File: config.mk
export PLATFORM = sky130hd
export DESIGN_NAME = cch_conn_ctrl
export DESIGN_NICKNAME = d
export VERILOG_FILES = /design/src/rtl/cch_conn_ctrl.v /design/src/rtl/cch_guard_timer.v
export VERILOG_INCLUDE_DIRS = /design/src /design/src/rtl
export SDC_FILE = /design/constraint.sdc
export NUM_CORES = 1
export LEC_CHECK = 0
export ABC_CLOCK_PERIOD_IN_PS = 2590
export BUFFER_PORTS_ARGS = -buffer_cell sky130_fd_sc_hd__buf_4
export CORE_ASPECT_RATIO = 1.5
export CORE_MARGIN = 2
export CORE_UTILIZATION = 30
export DETAILED_ROUTE_END_ITERATION = 6
export HOLD_SLACK_MARGIN = 0.06
export PLACE_DENSITY = 0.5
export SLEW_MARGIN = 10
export SYNTH_ARGS = -nofsm -noshare
export SYNTH_HDL_FRONTEND = slang
export SYNTH_SLANG_ARGS = --single-unit
File: constraint.sdc
create_clock -name i_clk_sys -period 2.59 [get_ports i_clk_sys]
set_input_delay 0.1295 -clock i_clk_sys [delete_from_list [all_inputs] [get_ports i_clk_sys]]
set_output_delay 0.1295 -clock i_clk_sys [all_outputs]
set_load 0.005 [all_outputs]
File: src/rtl/cch_defs.vh
`ifndef CCH_DEFS_VH
`define CCH_DEFS_VH

// Identifier, granularity and direction field widths.
`define CCH_TID_W        17
`define CCH_CID_W        16
`define CCH_GRAN_W       16
`define CCH_DIR_W        2

// Flow direction choice codes.
`define CCH_DIR_UP       2'h0
`define CCH_DIR_DOWN     2'h1
`define CCH_DIR_BI_SYM   2'h2
`define CCH_DIR_BI_ASYM  2'h3

// Request kinds on the user side.
`define CCH_REQ_ADD      2'h0
`define CCH_REQ_CHANGE   2'h1
`define CCH_REQ_DELETE   2'h2

// Message kinds on the link side.
`define CCH_MSG_ADD_REQ  3'h0
`define CCH_MSG_ADD_SET  3'h1
`define CCH_MSG_ADD_ACK  3'h2
`define CCH_MSG_CHG_REQ  3'h3
`define CCH_MSG_CHG_SET  3'h4
`define CCH_MSG_CHG_ACK  3'h5
`define CCH_MSG_DEL_REQ  3'h6
`define CCH_MSG_DEL_ACK  3'h7

// Timer lengths in granularity units.
`define CCH_SHORT_UNITS  1
`define CCH_MEDIUM_UNITS 8

// Clock rate and default tick period.
`define CCH_CLK_HZ       20000000
`define CCH_TICK_US      1
`define CCH_TICK_CYC     ((`CCH_CLK_HZ / 1000000) * `CCH_TICK_US)

`endif

File: src/rtl/cch_conn_ctrl.v
`timescale 1ns/1ps
`default_nettype none
`include "cch_defs.vh"

// Summary of operation
// - Terminal add: request, setup, acknowledgement.
// - Resend add request on retry timer expiry.
// - Retry length loaded on every initialization load with a nonzero length.
// - Resend acknowledgement on each duplicate setup during ack wait.
// - Identifier valid after the ack wait expires.
// - Discard duplicate setups for same transaction.
// - No uplink data before ack wait expires.
// - Base station add is setup then acknowledgement.
// - Change mirrors add; identifier never changes.
// - Reject direction reversal or unidirectional widening.
// - Delete only on upper-layer primitive, two-way.
// - Initiator retries delete request on expiry.
// - Both sides wait out delete ack timer.
// - Deleted identifier freed for reuse.
// - Change and delete retry one unit, ack wait eight units.
// - Terminal transaction identifiers in lower half.
module cch_conn_ctrl #(
	parameter TICK_CYC = `CCH_TICK_CYC,
	parameter TMR_W    = 20
) (
	input  wire                    i_clk_sys,
	input  wire                    i_rst,
	input  wire                    i_init_load,
	input  wire [`CCH_GRAN_W-1:0]  i_init_retry_len,
	input  wire                    i_gran_valid,
	input  wire [`CCH_GRAN_W-1:0]  i_gran,
	input  wire                    i_req_valid,
	output wire                    o_req_ready,
	input  wire [1:0]              i_req_kind,
	input  wire [`CCH_CID_W-1:0]   i_req_cid,
	input  wire [`CCH_DIR_W-1:0]   i_req_dir,
	input  wire [`CCH_DIR_W-1:0]   i_req_old_dir,
	input  wire                    i_rx_valid,
	input  wire [2:0]              i_rx_kind,
	input  wire [`CCH_TID_W-1:0]   i_rx_tid,
	input  wire [`CCH_CID_W-1:0]   i_rx_cid,
	input  wire                    i_rx_reject,
	output reg                     o_tx_valid,
	output reg  [2:0]              o_tx_kind,
	output reg  [`CCH_TID_W-1:0]   o_tx_tid,
	output reg  [`CCH_CID_W-1:0]   o_tx_cid,
	output reg                     o_done,
	output reg                     o_reject,
	output reg                     o_cid_valid,
	output reg  [`CCH_CID_W-1:0]   o_cid,
	output reg                     o_cid_freed,
	output reg                     o_busy
);

	// --------------------------------------------------------------
	// States
	// --------------------------------------------------------------
	localparam ST_IDLE    = 3'h0;
	localparam ST_WSETUP  = 3'h1;
	localparam ST_ACKWAIT = 3'h2;
	localparam ST_WDELACK = 3'h3;
	localparam ST_DELWAIT = 3'h4;

	function chg_ok;
		input [`CCH_DIR_W-1:0] old_d;
		input [`CCH_DIR_W-1:0] new_d;
		begin
			if (old_d == `CCH_DIR_UP || old_d == `CCH_DIR_DOWN)
				chg_ok = (new_d == old_d);
			else
				chg_ok = (new_d == `CCH_DIR_BI_SYM) || (new_d == `CCH_DIR_BI_ASYM);
		end
	endfunction

	function [TMR_W-1:0] units;
		input [`CCH_GRAN_W-1:0] g;
		input integer           n;
		begin
			units = {{(TMR_W-`CCH_GRAN_W){1'b0}}, g} * n[TMR_W-1:0];
		end
	endfunction

	reg [2:0]              state;
	reg [`CCH_TID_W-1:0]   tid;
	reg [`CCH_TID_W-2:0]   tid_seq;
	reg [`CCH_CID_W-1:0]   cid;
	reg                    is_change;
	reg [`CCH_GRAN_W-1:0]  gran;
	reg [`CCH_GRAN_W-1:0]  retry_len;
	reg [15:0]             tick_cnt;
	reg                    tick;

	localparam [31:0] TICK_LAST = TICK_CYC - 1;

	// --------------------------------------------------------------
	// Common tick
	// --------------------------------------------------------------
	always @(posedge i_clk_sys) begin
		if (i_rst) begin
			tick_cnt <= 16'h0000;
			tick     <= 1'b0;
		end else if (tick_cnt == TICK_LAST[15:0]) begin
			tick_cnt <= 16'h0000;
			tick     <= 1'b1;
		end else begin
			tick_cnt <= tick_cnt + 16'h0001;
			tick     <= 1'b0;
		end
	end

	// --------------------------------------------------------------
	// Configuration
	// --------------------------------------------------------------
	always @(posedge i_clk_sys) begin
		if (i_rst) begin
			gran      <= 16'h0001;
			retry_len <= 16'h0001;
		end else begin
			if (i_gran_valid && i_gran != 16'h0000)
				gran <= i_gran;
			if (i_init_load && i_init_retry_len != 16'h0000)
				retry_len <= i_init_retry_len;
		end
	end

	// --------------------------------------------------------------
	// Timers
	// --------------------------------------------------------------
	wire match  = i_rx_valid && (i_rx_tid == tid);
	wire accept = i_req_valid && o_req_ready;
	wire rx_set = i_rx_valid && ((i_rx_kind == `CCH_MSG_ADD_SET) ||
		(i_rx_kind == `CCH_MSG_CHG_SET));
	wire rx_bs_set = rx_set && i_rx_tid[`CCH_TID_W-1];
	wire rx_delreq = i_rx_valid && (i_rx_kind == `CCH_MSG_DEL_REQ);

	reg  rt_load, rt_stop, aw_load, aw_stop;
	reg  [TMR_W-1:0] rt_len, aw_len;
	wire rt_run, rt_exp, aw_run, aw_exp;

	cch_guard_timer #(.W(TMR_W)) u_retry (
		.i_clk_sys (i_clk_sys),
		.i_rst     (i_rst),
		.i_tick    (tick),
		.i_load    (rt_load),
		.i_stop    (rt_stop),
		.i_len     (rt_len),
		.o_running (rt_run),
		.o_expire  (rt_exp)
	);

	cch_guard_timer #(.W(TMR_W)) u_ackwait (
		.i_clk_sys (i_clk_sys),
		.i_rst     (i_rst),
		.i_tick    (tick),
		.i_load    (aw_load),
		.i_stop    (aw_stop),
		.i_len     (aw_len),
		.o_running (aw_run),
		.o_expire  (aw_exp)
	);

	assign o_req_ready = (state == ST_IDLE) && !rx_bs_set && !rx_delreq;

	// --------------------------------------------------------------
	// Procedure engine
	// --------------------------------------------------------------
	always @* begin
		rt_load = 1'b0;
		rt_stop = 1'b0;
		aw_load = 1'b0;
		aw_stop = 1'b0;
		rt_len  = {{(TMR_W-`CCH_GRAN_W){1'b0}}, retry_len};
		aw_len  = units(gran, `CCH_MEDIUM_UNITS);
		case (state)
		ST_IDLE: begin
			if (rx_bs_set || rx_delreq)
				aw_load = 1'b1;
			else if (accept && i_req_kind != `CCH_REQ_DELETE && !(i_req_kind ==
				`CCH_REQ_CHANGE && !chg_ok(i_req_old_dir, i_req_dir))) begin
				rt_load = 1'b1;
				if (i_req_kind == `CCH_REQ_CHANGE)
					rt_len = units(gran, `CCH_SHORT_UNITS);
			end else if (accept && i_req_kind == `CCH_REQ_DELETE) begin
				rt_load = 1'b1;
				rt_len  = units(gran, `CCH_SHORT_UNITS);
			end
		end
		ST_WSETUP: begin
			if (match && rx_set) begin
				rt_stop = 1'b1;
				aw_load = 1'b1;
			end else if (rt_exp) begin
				rt_load = 1'b1;
				if (is_change)
					rt_len = units(gran, `CCH_SHORT_UNITS);
			end
		end
		ST_ACKWAIT: begin
			if (match && rx_set)
				aw_load = 1'b1;
		end
		ST_WDELACK: begin
			if (match && i_rx_kind == `CCH_MSG_DEL_ACK) begin
				rt_stop = 1'b1;
				aw_load = 1'b1;
			end else if (rt_exp) begin
				rt_load = 1'b1;
				rt_len  = units(gran, `CCH_SHORT_UNITS);
			end
		end
		ST_DELWAIT: begin
			if (match && rx_delreq)
				aw_load = 1'b1;
		end
		default: begin
			rt_stop = 1'b1;
			aw_stop = 1'b1;
		end
		endcase
	end

	always @(posedge i_clk_sys) begin
		if (i_rst) begin
			state       <= ST_IDLE;
			tid         <= {`CCH_TID_W{1'b0}};
			tid_seq     <= {(`CCH_TID_W-1){1'b0}};
			cid         <= {`CCH_CID_W{1'b0}};
			is_change   <= 1'b0;
			o_tx_valid  <= 1'b0;
			o_tx_kind   <= 3'h0;
			o_tx_tid    <= {`CCH_TID_W{1'b0}};
			o_tx_cid    <= {`CCH_CID_W{1'b0}};
			o_done      <= 1'b0;
			o_reject    <= 1'b0;
			o_cid_valid <= 1'b0;
			o_cid       <= {`CCH_CID_W{1'b0}};
			o_cid_freed <= 1'b0;
			o_busy      <= 1'b0;
		end else begin
			o_tx_valid  <= 1'b0;
			o_done      <= 1'b0;
			o_reject    <= 1'b0;
			o_cid_freed <= 1'b0;
			o_busy      <= (state != ST_IDLE);
			case (state)
			ST_IDLE: begin
				if (rx_bs_set) begin
					// Base-station initiated add or change.
					tid        <= i_rx_tid;
					cid        <= i_rx_cid;
					is_change  <= (i_rx_kind == `CCH_MSG_CHG_SET);
					o_tx_valid <= 1'b1;
					o_tx_kind  <= (i_rx_kind == `CCH_MSG_CHG_SET) ?
						`CCH_MSG_CHG_ACK : `CCH_MSG_ADD_ACK;
					o_tx_tid   <= i_rx_tid;
					o_tx_cid   <= i_rx_cid;
					if (i_rx_kind == `CCH_MSG_ADD_SET)
						o_cid_valid <= 1'b0;
					state      <= ST_ACKWAIT;
				end else if (rx_delreq) begin
					tid         <= i_rx_tid;
					cid         <= i_rx_cid;
					o_tx_valid  <= 1'b1;
					o_tx_kind   <= `CCH_MSG_DEL_ACK;
					o_tx_tid    <= i_rx_tid;
					o_tx_cid    <= i_rx_cid;
					o_cid_valid <= 1'b0;
					state       <= ST_DELWAIT;
				end else if (accept) begin
					if (i_req_kind == `CCH_REQ_CHANGE &&
						!chg_ok(i_req_old_dir, i_req_dir)) begin
						o_reject <= 1'b1;
					end else begin
						tid        <= {1'b0, tid_seq};
						tid_seq    <= tid_seq + 16'h0001;
						cid        <= i_req_cid;
						is_change  <= (i_req_kind == `CCH_REQ_CHANGE);
						o_tx_valid <= 1'b1;
						o_tx_tid   <= {1'b0, tid_seq};
						o_tx_cid   <= i_req_cid;
						if (i_req_kind == `CCH_REQ_DELETE) begin
							o_tx_kind   <= `CCH_MSG_DEL_REQ;
							o_cid_valid <= 1'b0;
							state       <= ST_WDELACK;
						end else begin
							o_tx_kind <= (i_req_kind == `CCH_REQ_CHANGE) ?
								`CCH_MSG_CHG_REQ : `CCH_MSG_ADD_REQ;
							state     <= ST_WSETUP;
						end
					end
				end
			end
			ST_WSETUP: begin
				if (match && rx_set) begin
					o_tx_valid <= 1'b1;
					o_tx_kind  <= is_change ? `CCH_MSG_CHG_ACK :
						`CCH_MSG_ADD_ACK;
					o_tx_tid   <= tid;
					o_tx_cid   <= is_change ? cid : i_rx_cid;
					if (!is_change)
						cid <= i_rx_cid;
					if (i_rx_reject) begin
						o_reject <= 1'b1;
						state    <= ST_IDLE;
					end else begin
						o_cid_valid <= is_change ? o_cid_valid : 1'b0;
						state       <= ST_ACKWAIT;
					end
				end else if (rt_exp) begin
					o_tx_valid <= 1'b1;
					o_tx_kind  <= is_change ? `CCH_MSG_CHG_REQ :
						`CCH_MSG_ADD_REQ;
					o_tx_tid   <= tid;
					o_tx_cid   <= cid;
				end
			end
			ST_ACKWAIT: begin
				if (match && rx_set) begin
					// Duplicate setup: reacknowledge and restart the ack wait, keep no other new state.
					o_tx_valid <= 1'b1;
					o_tx_kind  <= is_change ? `CCH_MSG_CHG_ACK :
						`CCH_MSG_ADD_ACK;
					o_tx_tid   <= tid;
					o_tx_cid   <= cid;
				end else if (aw_exp) begin
					o_cid_valid <= 1'b1;
					o_cid       <= cid;
					o_done      <= 1'b1;
					state       <= ST_IDLE;
				end
			end
			ST_WDELACK: begin
				if (match && i_rx_kind == `CCH_MSG_DEL_ACK) begin
					state <= ST_DELWAIT;
				end else if (rt_exp) begin
					o_tx_valid <= 1'b1;
					o_tx_kind  <= `CCH_MSG_DEL_REQ;
					o_tx_tid   <= tid;
					o_tx_cid   <= cid;
				end
			end
			ST_DELWAIT: begin
				if (match && rx_delreq) begin
					o_tx_valid <= 1'b1;
					o_tx_kind  <= `CCH_MSG_DEL_ACK;
					o_tx_tid   <= tid;
					o_tx_cid   <= cid;
				end else if (aw_exp) begin
					o_cid_freed <= 1'b1;
					o_cid       <= cid;
					o_done      <= 1'b1;
					state       <= ST_IDLE;
				end
			end
			default: state <= ST_IDLE;
			endcase
		end
	end

endmodule

`default_nettype wire

File: src/rtl/cch_guard_timer.v
`timescale 1ns/1ps
`default_nettype none

// Down-counting guard timer; a load always restarts from the full length.
module cch_guard_timer #(
	parameter W = 20
) (
	input  wire         i_clk_sys,
	input  wire         i_rst,
	input  wire         i_tick,
	input  wire         i_load,
	input  wire         i_stop,
	input  wire [W-1:0] i_len,
	output reg          o_running,
	output wire         o_expire
);

	reg [W-1:0] count;

	// Expiry does not look at load or stop, so that the caller may decide
	// a reload from it without closing a combinational loop.
	assign o_expire = o_running && i_tick &&
		(count == {{(W-1){1'b0}}, 1'b1});

	always @(posedge i_clk_sys) begin
		if (i_rst) begin
			count     <= {W{1'b0}};
			o_running <= 1'b0;
		end else if (i_load) begin
			count     <= i_len;
			o_running <= 1'b1;
		end else if (i_stop) begin
			o_running <= 1'b0;
		end else if (o_running && i_tick) begin
			count <= count - {{(W-1){1'b0}}, 1'b1};
			if (count == {{(W-1){1'b0}}, 1'b1})
				o_running <= 1'b0;
		end
	end

endmodule

`default_nettype wire

Yosys cells after proc, flatten, opt, wreduce, memory -nomap -nowiden
Cells that the tools add are included.
{"block": "word_totals", "ramBits": 0, "out_inout_bits": 59, "inputBits": 97, "latch_bits": 0, "romBits": 0, "word_cells": 273, "regBits": 202, "mem_count": 0}
{"block": "classes", "shift": 0, "bitwise": 4, "add_sub_neg": 4, "n_div": 0, "n_eq_ne": 41, "mux": 134, "n_reduce_logical": 66, "multipliers": 0, "magnitude_cmp": 0}
{"op": "$mux 16", "n": 21}
{"op": "$mux 17", "n": 9}
{"op": "$mux 20", "n": 5}
{"op": "$pmux 17 s5", "n": 1}
{"op": "$pmux 16 s5", "n": 1}
{"op": "$mux 3", "n": 22}
{"op": "$pmux 16 s2", "n": 2}
{"op": "$pmux 20 s3", "n": 1}
{"op": "$mux 19", "n": 3}
{"op": "$mux 1", "n": 56}
{"op": "$eq 20x1->1 const B", "n": 2}
{"op": "$sub 20x1->20 const B", "n": 2}
{"op": "$add 16x1->16 const B", "n": 2}
{"op": "$reduce_bool 16->1", "n": 2}
{"op": "$ne 2x2->1 const B", "n": 15}
{"op": "$pmux 3 s5", "n": 2}
{"op": "$logic_and 1x1->1", "n": 21}
{"op": "$eq 17x17->1", "n": 1}
{"op": "$eq 16x5->1 const B", "n": 1}
{"op": "$reduce_bool 3->1", "n": 5}
{"op": "$eq 3x3->1 const B", "n": 4}
{"op": "$reduce_and 6->1", "n": 2}
{"op": "$reduce_bool 2->1", "n": 6}
{"op": "$reduce_and 10->1", "n": 1}
{"op": "other kinds (29)", "n": 62}

Longest topological paths before layout
Gate-level depths: netlist of run 1.
{"block": "depth", "word_depth": 20, "mapped_depth": 12, "depth_no_buf": 10}

Modules after synthesis
From an unflattened synthesis of run 1, not the netlist that was laid out.
{"block": "unflattened", "hier_cells": 1342, "hier_area_um2": 11126.9}
{"module": "cch_conn_ctrl", "cells_per_inst": 1038, "seq_area_each_um2": 3203.1, "n_inst": 1, "area_each_um2": 8662.1}
{"module": "cch_guard_timer", "cells_per_inst": 152, "seq_area_each_um2": 420.4, "n_inst": 2, "area_each_um2": 1232.4}

Worst setup path before layout of run 1
No wires, ideal clock.
{"block": "synth_path", "kind": "reg2reg", "start": "reg u_ackwait.count[3]", "end": "reg state[1]", "setup_slack_ns": -0.221, "arrival_time_ns": 2.696, "path_stages_with_launch": 8, "path_cell_list": "dfxtp_1 or4_1 buf_2 or3_1 or4_4 and2_4 or4_1 and3b_1"}
{"block": "synth_between", "elab_chain_cells": 5, "word_cells_on_any_way": 6, "classes_between": "eq/ne (1); mux (4); reduce/logical (1)"}
{"element": "start, declared", "line_no": "cch_guard_timer.v:18", "text": "reg [W-1:0] count;"}
{"element": "start signal, assigned", "line_no": "cch_guard_timer.v:27", "text": "count <= {W{1'b0}};"}
{"element": "start signal, assigned", "line_no": "cch_guard_timer.v:30", "text": "count <= i_len;"}
{"element": "start signal, assigned", "line_no": "cch_guard_timer.v:35", "text": "count <= count - {{(W-1){1'b0}}, 1'b1};"}
{"element": "$eq 20x1->1 *", "line_no": "cch_guard_timer.v:23", "text": "(count == {{(W-1){1'b0}}, 1'b1});"}
{"element": "$logic_and 1x1->1 *", "line_no": "cch_guard_timer.v:22", "text": "assign o_expire = o_running && i_tick &&"}
{"element": "$mux 3 *"}
{"element": "$mux 3, on equally long branches"}
{"element": "$pmux 3 s5 *"}
{"element": "end signal, assigned", "line_no": "cch_conn_ctrl.v:334", "text": "state <= ST_DELWAIT;"}
{"element": "end signal, assigned", "line_no": "cch_conn_ctrl.v:352", "text": "state <= ST_IDLE;"}
{"element": "end signal, assigned", "line_no": "cch_conn_ctrl.v:355", "text": "default: state <= ST_IDLE;"}
{"element": "end, declared", "line_no": "cch_conn_ctrl.v:83", "text": "reg [2:0] state;"}
Mark *: on every way between the ends. The rest lies on a longest branch, timed or not. The select of a mux whose other input is x is not followed.
A chain may end at the register's enable or synchronous reset.

Worst setup path in the final report of run 1
{"block": "layout_path", "start": "reg u_ackwait.count[5]", "end": "reg o_cid[9]"}
{"block": "layout_between", "elab_chain_cells": 5, "word_cells_on_any_way": 6, "classes_between": "eq/ne (1); mux (4); reduce/logical (1)"}
{"element": "$eq 20x1->1 *", "line_no": "cch_guard_timer.v:23"}
{"element": "$logic_and 1x1->1 *", "line_no": "cch_guard_timer.v:22"}
{"element": "$mux 16 *"}
{"element": "$mux 16, on equally long branches"}
{"element": "$pmux 16 s2 *"}
{"element": "end signal, assigned", "line_no": "cch_conn_ctrl.v:236", "text": "o_cid <= {`CCH_CID_W{1'b0}};"}
{"element": "end signal, assigned", "line_no": "cch_conn_ctrl.v:327", "text": "o_cid <= cid;"}
{"element": "end signal, assigned", "line_no": "cch_conn_ctrl.v:350", "text": "o_cid <= cid;"}
{"element": "end, declared", "line_no": "cch_conn_ctrl.v:50", "text": "output reg [`CCH_CID_W-1:0] o_cid,"}
Marked as above.

==> metrics.txt, run 1 <==
max frequency between 300 and 400 MHz; Power, Total about 13 mW; final hold violations 0; worst vdd ir approximately 0.47 mV; Worst-path clk slew around 0.06 ns; Worst Max-Slew Pin Slew 0.784 ns; EDFF count, synth 0; DRC Markers 0; Setup Skew ~0.011 ns; CTS Buf Count 23; fin crit share 99.7%; Max Fanout on Critical Path 16; die area 0.0351 mm²; relative slew slack around 48%; grt total ovfl 0; synthesized area per cell about 8.6 µm²; Initial Util between 30% and 40%; startpoint types flop; Die X between 150 and 200 µm; antenna-violating nets left 0; antenna violations before repair 1; pwr dens 877 mW/mm²; RSZ-0062 raised after global routing yes; fraction of layout cells with a size suffix above 1 ~26%; Vias/cell 5.23; P_leak 5.96 nW; Area growth syn-to-layout 43.8%; drt total wl 35000 µm; clock buffer depth 3; nets@finish approximately 1600; design area between 0.01 and 0.015 mm²; CP endpoint kind flop; Iter 0 DRT Violations ~620; most frequent cells in the layout buf_4, dfxtp_1, nor2_1; critical path arrival between 2 and 3 ns; Net Count, Synth between 1000 and 1500; post-synthesis cell area about 0.010 mm²; fillers roughly 3300; via count ~10000; R2R depth 8; I/O pin count ~160; Final setup violation count 0; ys flop type dfxtp_1; CTS tree yes; Sink Count approximately 200; Final Wtd Congestion ~0.92; via count of the first global-routing pass 10195; WHS 0.0801 ns; core area around 0.033 mm²; final core utilization between 40% and 50%; max_cap viols 0; drt first pass iters 5; register bit total from synthesis around 200; largest net degree at the start of global routing between 80 and 90; Mapped Cells 1179; Slew Limit Fails 0; total negative slack 0 ns; H-tree levels 1; number of library cell types mapped by synthesis slightly above 80; first-pass GRT wire length between 50000 and 60000 µm; placed cell areas about 0.013 mm²; post-DR wirelength/cell around 18 µm; Req. time, crit path between 2 and 3 ns; critical path type reg -> reg; Async S/R FF share, synth 0%; hold path depth 4; worst skew pair latency between 0.5 and 0.6 ns; Die Span Y approximately 230 µm; crit path time final about 2.6 ns; root buffer cell clkbuf_16; DPL Wire Length around 25000 µm; worst min path class in -> reg; sequential area share after synthesis between 40% and 50%; GRT Overall Usage 19.2%; Yosys Warn Count 0; Site Rows 82; Port Buffers about 160; status finished, final reports clean; commonest non-fill, non-tap cell in the layout buf_4
what timing repair did:
action | in CTS | in global routing
pin swaps | 1 | 9
buffers inserted | 0 | 13
resized for setup | 13 | 29
hold endpoints to repair | 85 | 0
hold buffers | 91 | 0
endpoints found under the setup margin | 47 | 69
gates cloned | 0 | 1
metal layers:
metal | up-vias | GRT usage, % | part of all wire, %
li1 | 5014 | - | -
met1 | 4803 | 22.1 | 41
met2 | 282 | 34.6 | 50
met3 | 87 | 2.22 | 4.0
met4 | 0 | 9.78 | 5.0
met5 | - | 0 | 0
synth_stat cells (8+ instances only):
master	instances	area share [%]
dfxtp_1	202	40
nor2_1	186	6.9
clkbuf_1	57	2.1
nor3_1	57	2.8
a21oi_1	53	2.6
mux2i_1	53	5.3
nand2_1	52	1.9
xnor2_1	46	4.0
inv_1	40	1.5
nor4_1	35	2.2
a211oi_1	32	2.4
a221o_1	32	3.2
a22oi_1	25	1.9
xor2_1	25	2.2
nand4_1	22	1.4
o21ai_0	21	1.0
nand3_1	20	0.99
o22ai_1	19	1.2
or3_1	14	0.87
buf_2	12	0.60
a221oi_1	11	0.96
and3_1	9	0.56
ha_1	9	1.1
nand2b_1	9	0.56
a31oi_1	8	0.50
area by class of cell:
class                      instances  area (µm²)  share of cell area, %
multi-input combinational        861        5770                   39.8
antenna                            1        2.50                 0.0173
clock inverter                     5        33.8                  0.233
tap                              420         526                   3.62
inverter                          40         150                   1.04
timing repair buffer             388        3330                   23.0
sequential                       202        4050                   27.9
clock buffer                      32         649                   4.48
metrics by stage:
stage               std cells  setup slack, ns
CTS                      1934          -0.0136
detailed placement       1806           -0.185
finish                   1949          0.00723
floorplan                1179          -0.0458
global placement         1806           -0.141
global route             1949          -0.0975
final timing paths:
check                                   end  slack (ns)                            start
setup / recovery      o_cid[9]$_SDFFE_PP0P_       0.007  u_ackwait.count[5]$_SDFFE_PP0P_
hold / removal       is_change$_SDFFE_PP0P_        0.08                      i_req_valid
setup reg to reg      o_cid[9]$_SDFFE_PP0P_       0.007  u_ackwait.count[5]$_SDFFE_PP0P_
hold reg to reg   retry_len[4]$_SDFFE_PP0P_        0.46        retry_len[4]$_SDFFE_PP0P_
flip-flops by register name, indices dropped and copies added, names as in the netlist:
register,cells
o_busy,1
retry_len,16
o_tx_cid,16
tick_cnt,16
gran,16
cid,16
u_ackwait.o_running,1
o_cid_freed,1
tick,1
u_retry.o_running,1
tid_seq,16
o_tx_valid,1
o_tx_tid,17
u_retry.count,20
o_cid,16
u_ackwait.count,20
o_cid_valid,1
o_tx_kind,3
is_change,1
o_reject,1
state,3
o_done,1
tid,17
cells by family after synthesis:
logic type	Yosys count	synth area share (%)
AND/OR/NAND/NOR	457	22.4
AO/OA/AOI/OAI	267	19.6
flip-flops	202	40.1
buffers and inverters	116	4.90
XOR/XNOR	71	6.17
multiplexers	57	5.71
adder cells (fa/ha/maj)	9	1.12
power breakdown:
group	leakage [nW]	internal, mW	switching, mW	total (mW)
sequential	1.65	3.68	0.437	4.12
clock	0.331	1.74	1.33	3.07
combinational	3.98	2.64	2.89	5.53
total	5.96	8.06	4.66	12.7
critical path, cell delays in order, from the launching register on:
cell and delay (ns):
dfxtp_1 0.31, or4_4 0.53, or3_4 0.39, or4_4 0.43
buf_6 0.14, a31oi_4 0.16, buf_12 0.20, mux2i_1 0.22
nor2_1 0.05
Power figures use the tool's default switching activity.
==> inputs of run 2 (changes only) <==
RECOVER_POWER = 50   (was unset)
==> metrics.txt, run 2 (synthesis results as in run 1) <==
CP endpoint kind flop; antenna-violating nets left 0; fraction of layout cells with a size suffix above 1 24.1%; via count of the first global-routing pass 10195; P_leak a little under 6 nW; Max Fanout on Critical Path 4; via count between 10000 and 15000; placed insts roughly 1800; worst vdd ir between 0.4 and 0.5 mV; Final setup violation count 1; failing checks negative setup slack; drt total wl ~35000 µm; Iter 0 DRT Violations 579; WHS just over 0.08 ns; max_cap viols 0; startpoint types flop; setup slack, reg-to-reg -0.008 ns; crit path time final 2.60 ns; RSZ-0062 raised after global routing yes; drt first pass iters 5; worst min path class in -> reg; Combinational Power Share 42.9%; grt total ovfl 0; GRT Overall Usage between 10% and 20%; Site Rows just over 80; clock share of power about a quarter; switching pwr roughly 4.6 mW; Worst Max-Slew Pin Slew roughly 1.1 ns; relative slew slack between 20% and 30%; fin crit share 100%; nets@finish 1622; worst skew pair latency around 0.53 ns; Die X about 150 µm; Setup Skew 0.00952 ns; Largest regs u_ackwait.count (20), u_retry.count (20); Req. time, crit path 3.01 ns; Area growth syn-to-layout 42.6%; H-tree levels 1; critical path arrival 3.02 ns; final hold violations 0; Power, Total approximately 13 mW; Slew Limit Fails 0; sw frac between 30% and 40%; I/O pin count between 150 and 200; Worst-path clk slew about 0.06 ns; Reg power frac between 30% and 40%; Initial Util between 30% and 40%; max frequency a little under 400 MHz; die area between 0.03 and 0.04 mm²; post-DR wirelength/cell ~18 µm; first-pass GRT wire length 54700 µm; antenna violations before repair 1; commonest non-fill, non-tap cell in the layout buf_4; largest net degree at the start of global routing 89; critical path type reg -> reg; status finished, violations left; Final Wtd Congestion just over 0.9; Cell Int Power 7.94 mW; most frequent cells in the layout buf_4, dfxtp_1, nor2_1; root buffer cell clkbuf_16; clock buffer depth 3; Sink Count ~200; fin cells slightly below 2000; DPL Wire Length around 25000 µm; DRC Markers 0; Port Buffers between 150 and 200; core area roughly 0.033 mm²; Vias/cell between 5 and 6; setup ws final -0.00764 ns; Die Span Y roughly 230 µm; CTS Buf Count 23; pwr dens slightly below 900 mW/mm²; CTS tree yes
run 2: final cells by class:
cell class / count / area [µm²]
antenna: 1 / 2.50
clock buffer: 32 / 649
clock inverter: 5 / 33.8
fill: 3329 / 18900
inverter: 40 / 150
multi-input combinational: 861 / 5750
sequential: 202 / 4050
tap: 420 / 526
timing repair buffer: 388 / 3230
run 2: stage by stage:
step	setup TNS (ns)	utilization [%]	instance area [µm²]	setup WS, ns
after floorplan	-0.0458	-	10100	-0.0458
after global placement	-0.427	37.9	12600	-0.141
after detailed placement	-0.856	37.9	12600	-0.185
after CTS	-0.0199	42.9	14300	-0.0136
after global routing	-2.68	43.3	14400	-0.0975
final	-0.00764	43.3	14400	-0.00764
run 2: path summary, 6_finish.rpt:
path / from / cells past startpoint / endpoint
max reg2reg: tid[11]$_SDFFE_PP0P_ / 8 / state[1]$_SDFFE_PP0P_
min reg2reg: retry_len[4]$_SDFFE_PP0P_ / 2 / retry_len[4]$_SDFFE_PP0P_
max: tid[11]$_SDFFE_PP0P_ / 8 / state[1]$_SDFFE_PP0P_
min: i_req_valid / 4 / is_change$_SDFFE_PP0P_
run 2: critical path, cell delays in order, from the launching register on:
cell     delay, ns
dfxtp_1       0.32
xnor2_1       0.30
nand4_1       0.17
buf_6         0.17
or3_4         0.40
o31ai_1       0.26
o21ai_0       0.20
or4_1         0.48
and3b_1       0.17
run 2: what timing repair did:
item / in CTS / in global routing
endpoints found under the hold margin: 85 / 0
cloned: 0 / 1
setup endpoints to repair: 47 / 69
hold buffers: 91 / 0
resized for setup: 13 / 29
setup buffers: 0 / 13
pin swaps: 1 / 9
run 2: metal layers:
metal  up-vias  part of all wire, %  wire length [µm]  GRT usage (%)
met5         -                    0                 0              0
met3        81                  3.8              1320           2.22
met4         0                  4.9              1730           9.78
met2       267                   50             17600           34.6
met1      4780                   41             14300           22.1
li1       5016                    -                 -              -
run 2: power groups by stage:
stage | clock [mW] | combinational [mW] | sequential, mW
finish | 3.07 | 5.40 | 4.11
global route | 3.29 | 5.86 | 4.18
CTS | 3.16 | 5.23 | 4.11
detailed placement | 0 | 5.06 | 4.16
global placement | 0 | 5.05 | 4.16
floorplan | 0 | 2.79 | 4.08
==> inputs of run 3 (changes only) <==
CORE_UTILIZATION = 52   (was 30)
PLACE_DENSITY = 0.78   (was 0.5)
==> metrics.txt, run 3 (synthesis results as in run 1) <==
status finished, violations left; failing checks negative setup slack; fraction of layout cells with a size suffix above 1 between 20% and 30%; worst vdd ir between 0.6 and 0.7 mV; Slew Limit Fails 0; GR Util met1 between 30% and 40%; startpoint types flop; CP peak stage delay between 0.5 and 0.6 ns; Sink Count just over 200; post-DR wirelength/cell 19.3 µm; most frequent cells in the layout buf_4, dfxtp_1, nor2_1; Req. time, crit path around 3 ns; drt first pass iters 6; max frequency between 300 and 400 MHz; Largest regs u_ackwait.count (20), u_retry.count (20); cell mode on critical path or4_4; CP endpoint kind flop; Die Span Y approximately 170 µm; Cell Int Power between 7 and 8 mW; commonest non-fill, non-tap cell in the layout buf_4; clock buffer depth 3; DRC Markers 0; Final setup violation count 8; core area ~0.019 mm²; Max Fanout on Critical Path 3; Reg power frac roughly a third; Iter 0 DRT Violations between 700 and 800; Port Buffers ~160; die area 0.0205 mm²; I/O pin count about 160; Setup Skew roughly 0.015 ns; Final Wtd Congestion ~0.99; H-tree levels 1; crit path cell chain or4_4, or3_4, or4_4, and2_4, or4_1, and3b_1; root buffer cell clkbuf_16; fin crit share 103%; P_leak between 5 and 6 nW; met3 Track Usage GR 4.67%; worst skew pair latency approximately 0.5 ns; DPL Wire Length ~23000 µm; grt total ovfl 0; antenna violations before repair 2; slowest CP cell or4_4; Initial Util 52.9%; GRT Overall Usage approximately a third; grt peak-use layer met2; pwr dens 868 mW/mm²; Die X 118 µm; Area growth syn-to-layout 37.6%; antenna-violating nets left 0; clock share of power 24.2%; WHS approximately 0.076 ns; crit path time final around 2.7 ns; worst min path class in -> reg; sw frac between 30% and 40%; relative slew slack approximately 50%; CTS tree yes; CTS Buf Count 20; first-pass GRT wire length about 53000 µm; nets@finish 1597; RSZ-0062 raised after global routing yes; drt total wl roughly 34000 µm; via count 10608; final hold violations 0; Vias/cell around 6; via count of the first global-routing pass approximately 11000; final core utilization 72.7%; switching pwr about 4.5 mW; critical path arrival between 3 and 4 ns; setup ws final -0.0723 ns; largest net degree at the start of global routing 63; Worst Max-Slew Pin Slew roughly 0.75 ns; Combinational Power Share roughly two fifths; max_cap viols 0; critical path type reg -> reg; Site Rows 62; Worst-path clk slew roughly 0.06 ns; grt met2 use 58.5%
run 3: what timing repair did:
action                                 in CTS  in global routing
buffers inserted                            0                  9
resized for setup                          12                 28
setup endpoints to repair                  35                 86
pin swaps                                   4                 14
hold buffers                               87                  0
cloned                                      0                  0
endpoints found under the hold margin      82                  0
run 3: critical path, delay by kind of cell, from the launching register on:
family | cells | cell delay (ns)
flip-flops | 1 | 0.31
AND/OR/NAND/NOR | 6 | 2.24
run 3: final cells by class:
cell class                 instances  area [µm²]
clock buffer                      27         577
multi-input combinational        861        5780
clock inverter                     8        78.8
sequential                       202        4050
antenna                            2        5.00
timing repair buffer             366        2920
tap                              256         320
inverter                          40         150
fill                            1417        5200
run 3: layer usage:
metal  up-vias  part of all wire (%)
met5         -                     0
met4         0                   6.8
met3       148                   5.6
met2       468                    51
met1      5042                    36
li1       4950                     -
run 3: worst paths after layout:
path | slack [ns] | startpoint | endpoint | depth (start not counted)
max | -0.07 | u_ackwait.count[8]$_SDFFE_PP0P_ | state[1]$_SDFFE_PP0P_ | 6
min | 0.08 | i_rx_cid[3] | o_tx_cid[3]$_SDFFE_PP0P_ | 4
max reg2reg | -0.07 | u_ackwait.count[8]$_SDFFE_PP0P_ | state[1]$_SDFFE_PP0P_ | 6
min reg2reg | 0.46 | retry_len[4]$_SDFFE_PP0P_ | retry_len[4]$_SDFFE_PP0P_ | 2
run 3: metrics by stage:
stage	power, mW	instance area [µm²]	worst slack (ns)	TNS, ns	std cells
final	12.1	13900	-0.0723	-0.159	1762
after global routing	12.6	13900	-0.115	-1.38	1762
after CTS	11.9	13800	-0.0754	-0.408	1751
after detailed placement	8.83	12200	-0.212	-2.00	1629
after global placement	8.74	12200	-0.226	-1.09	1629
after floorplan	6.87	10100	-0.0458	-0.0458	1179
run 3: power groups by stage:
stage	sequential [mW]	clock [mW]	combinational, mW
after floorplan	4.08	0	2.79
after global placement	4.15	0	4.59
after detailed placement	4.17	0	4.66
after CTS	4.11	2.93	4.85
after global routing	4.19	3.06	5.38
final	4.14	2.92	5.00
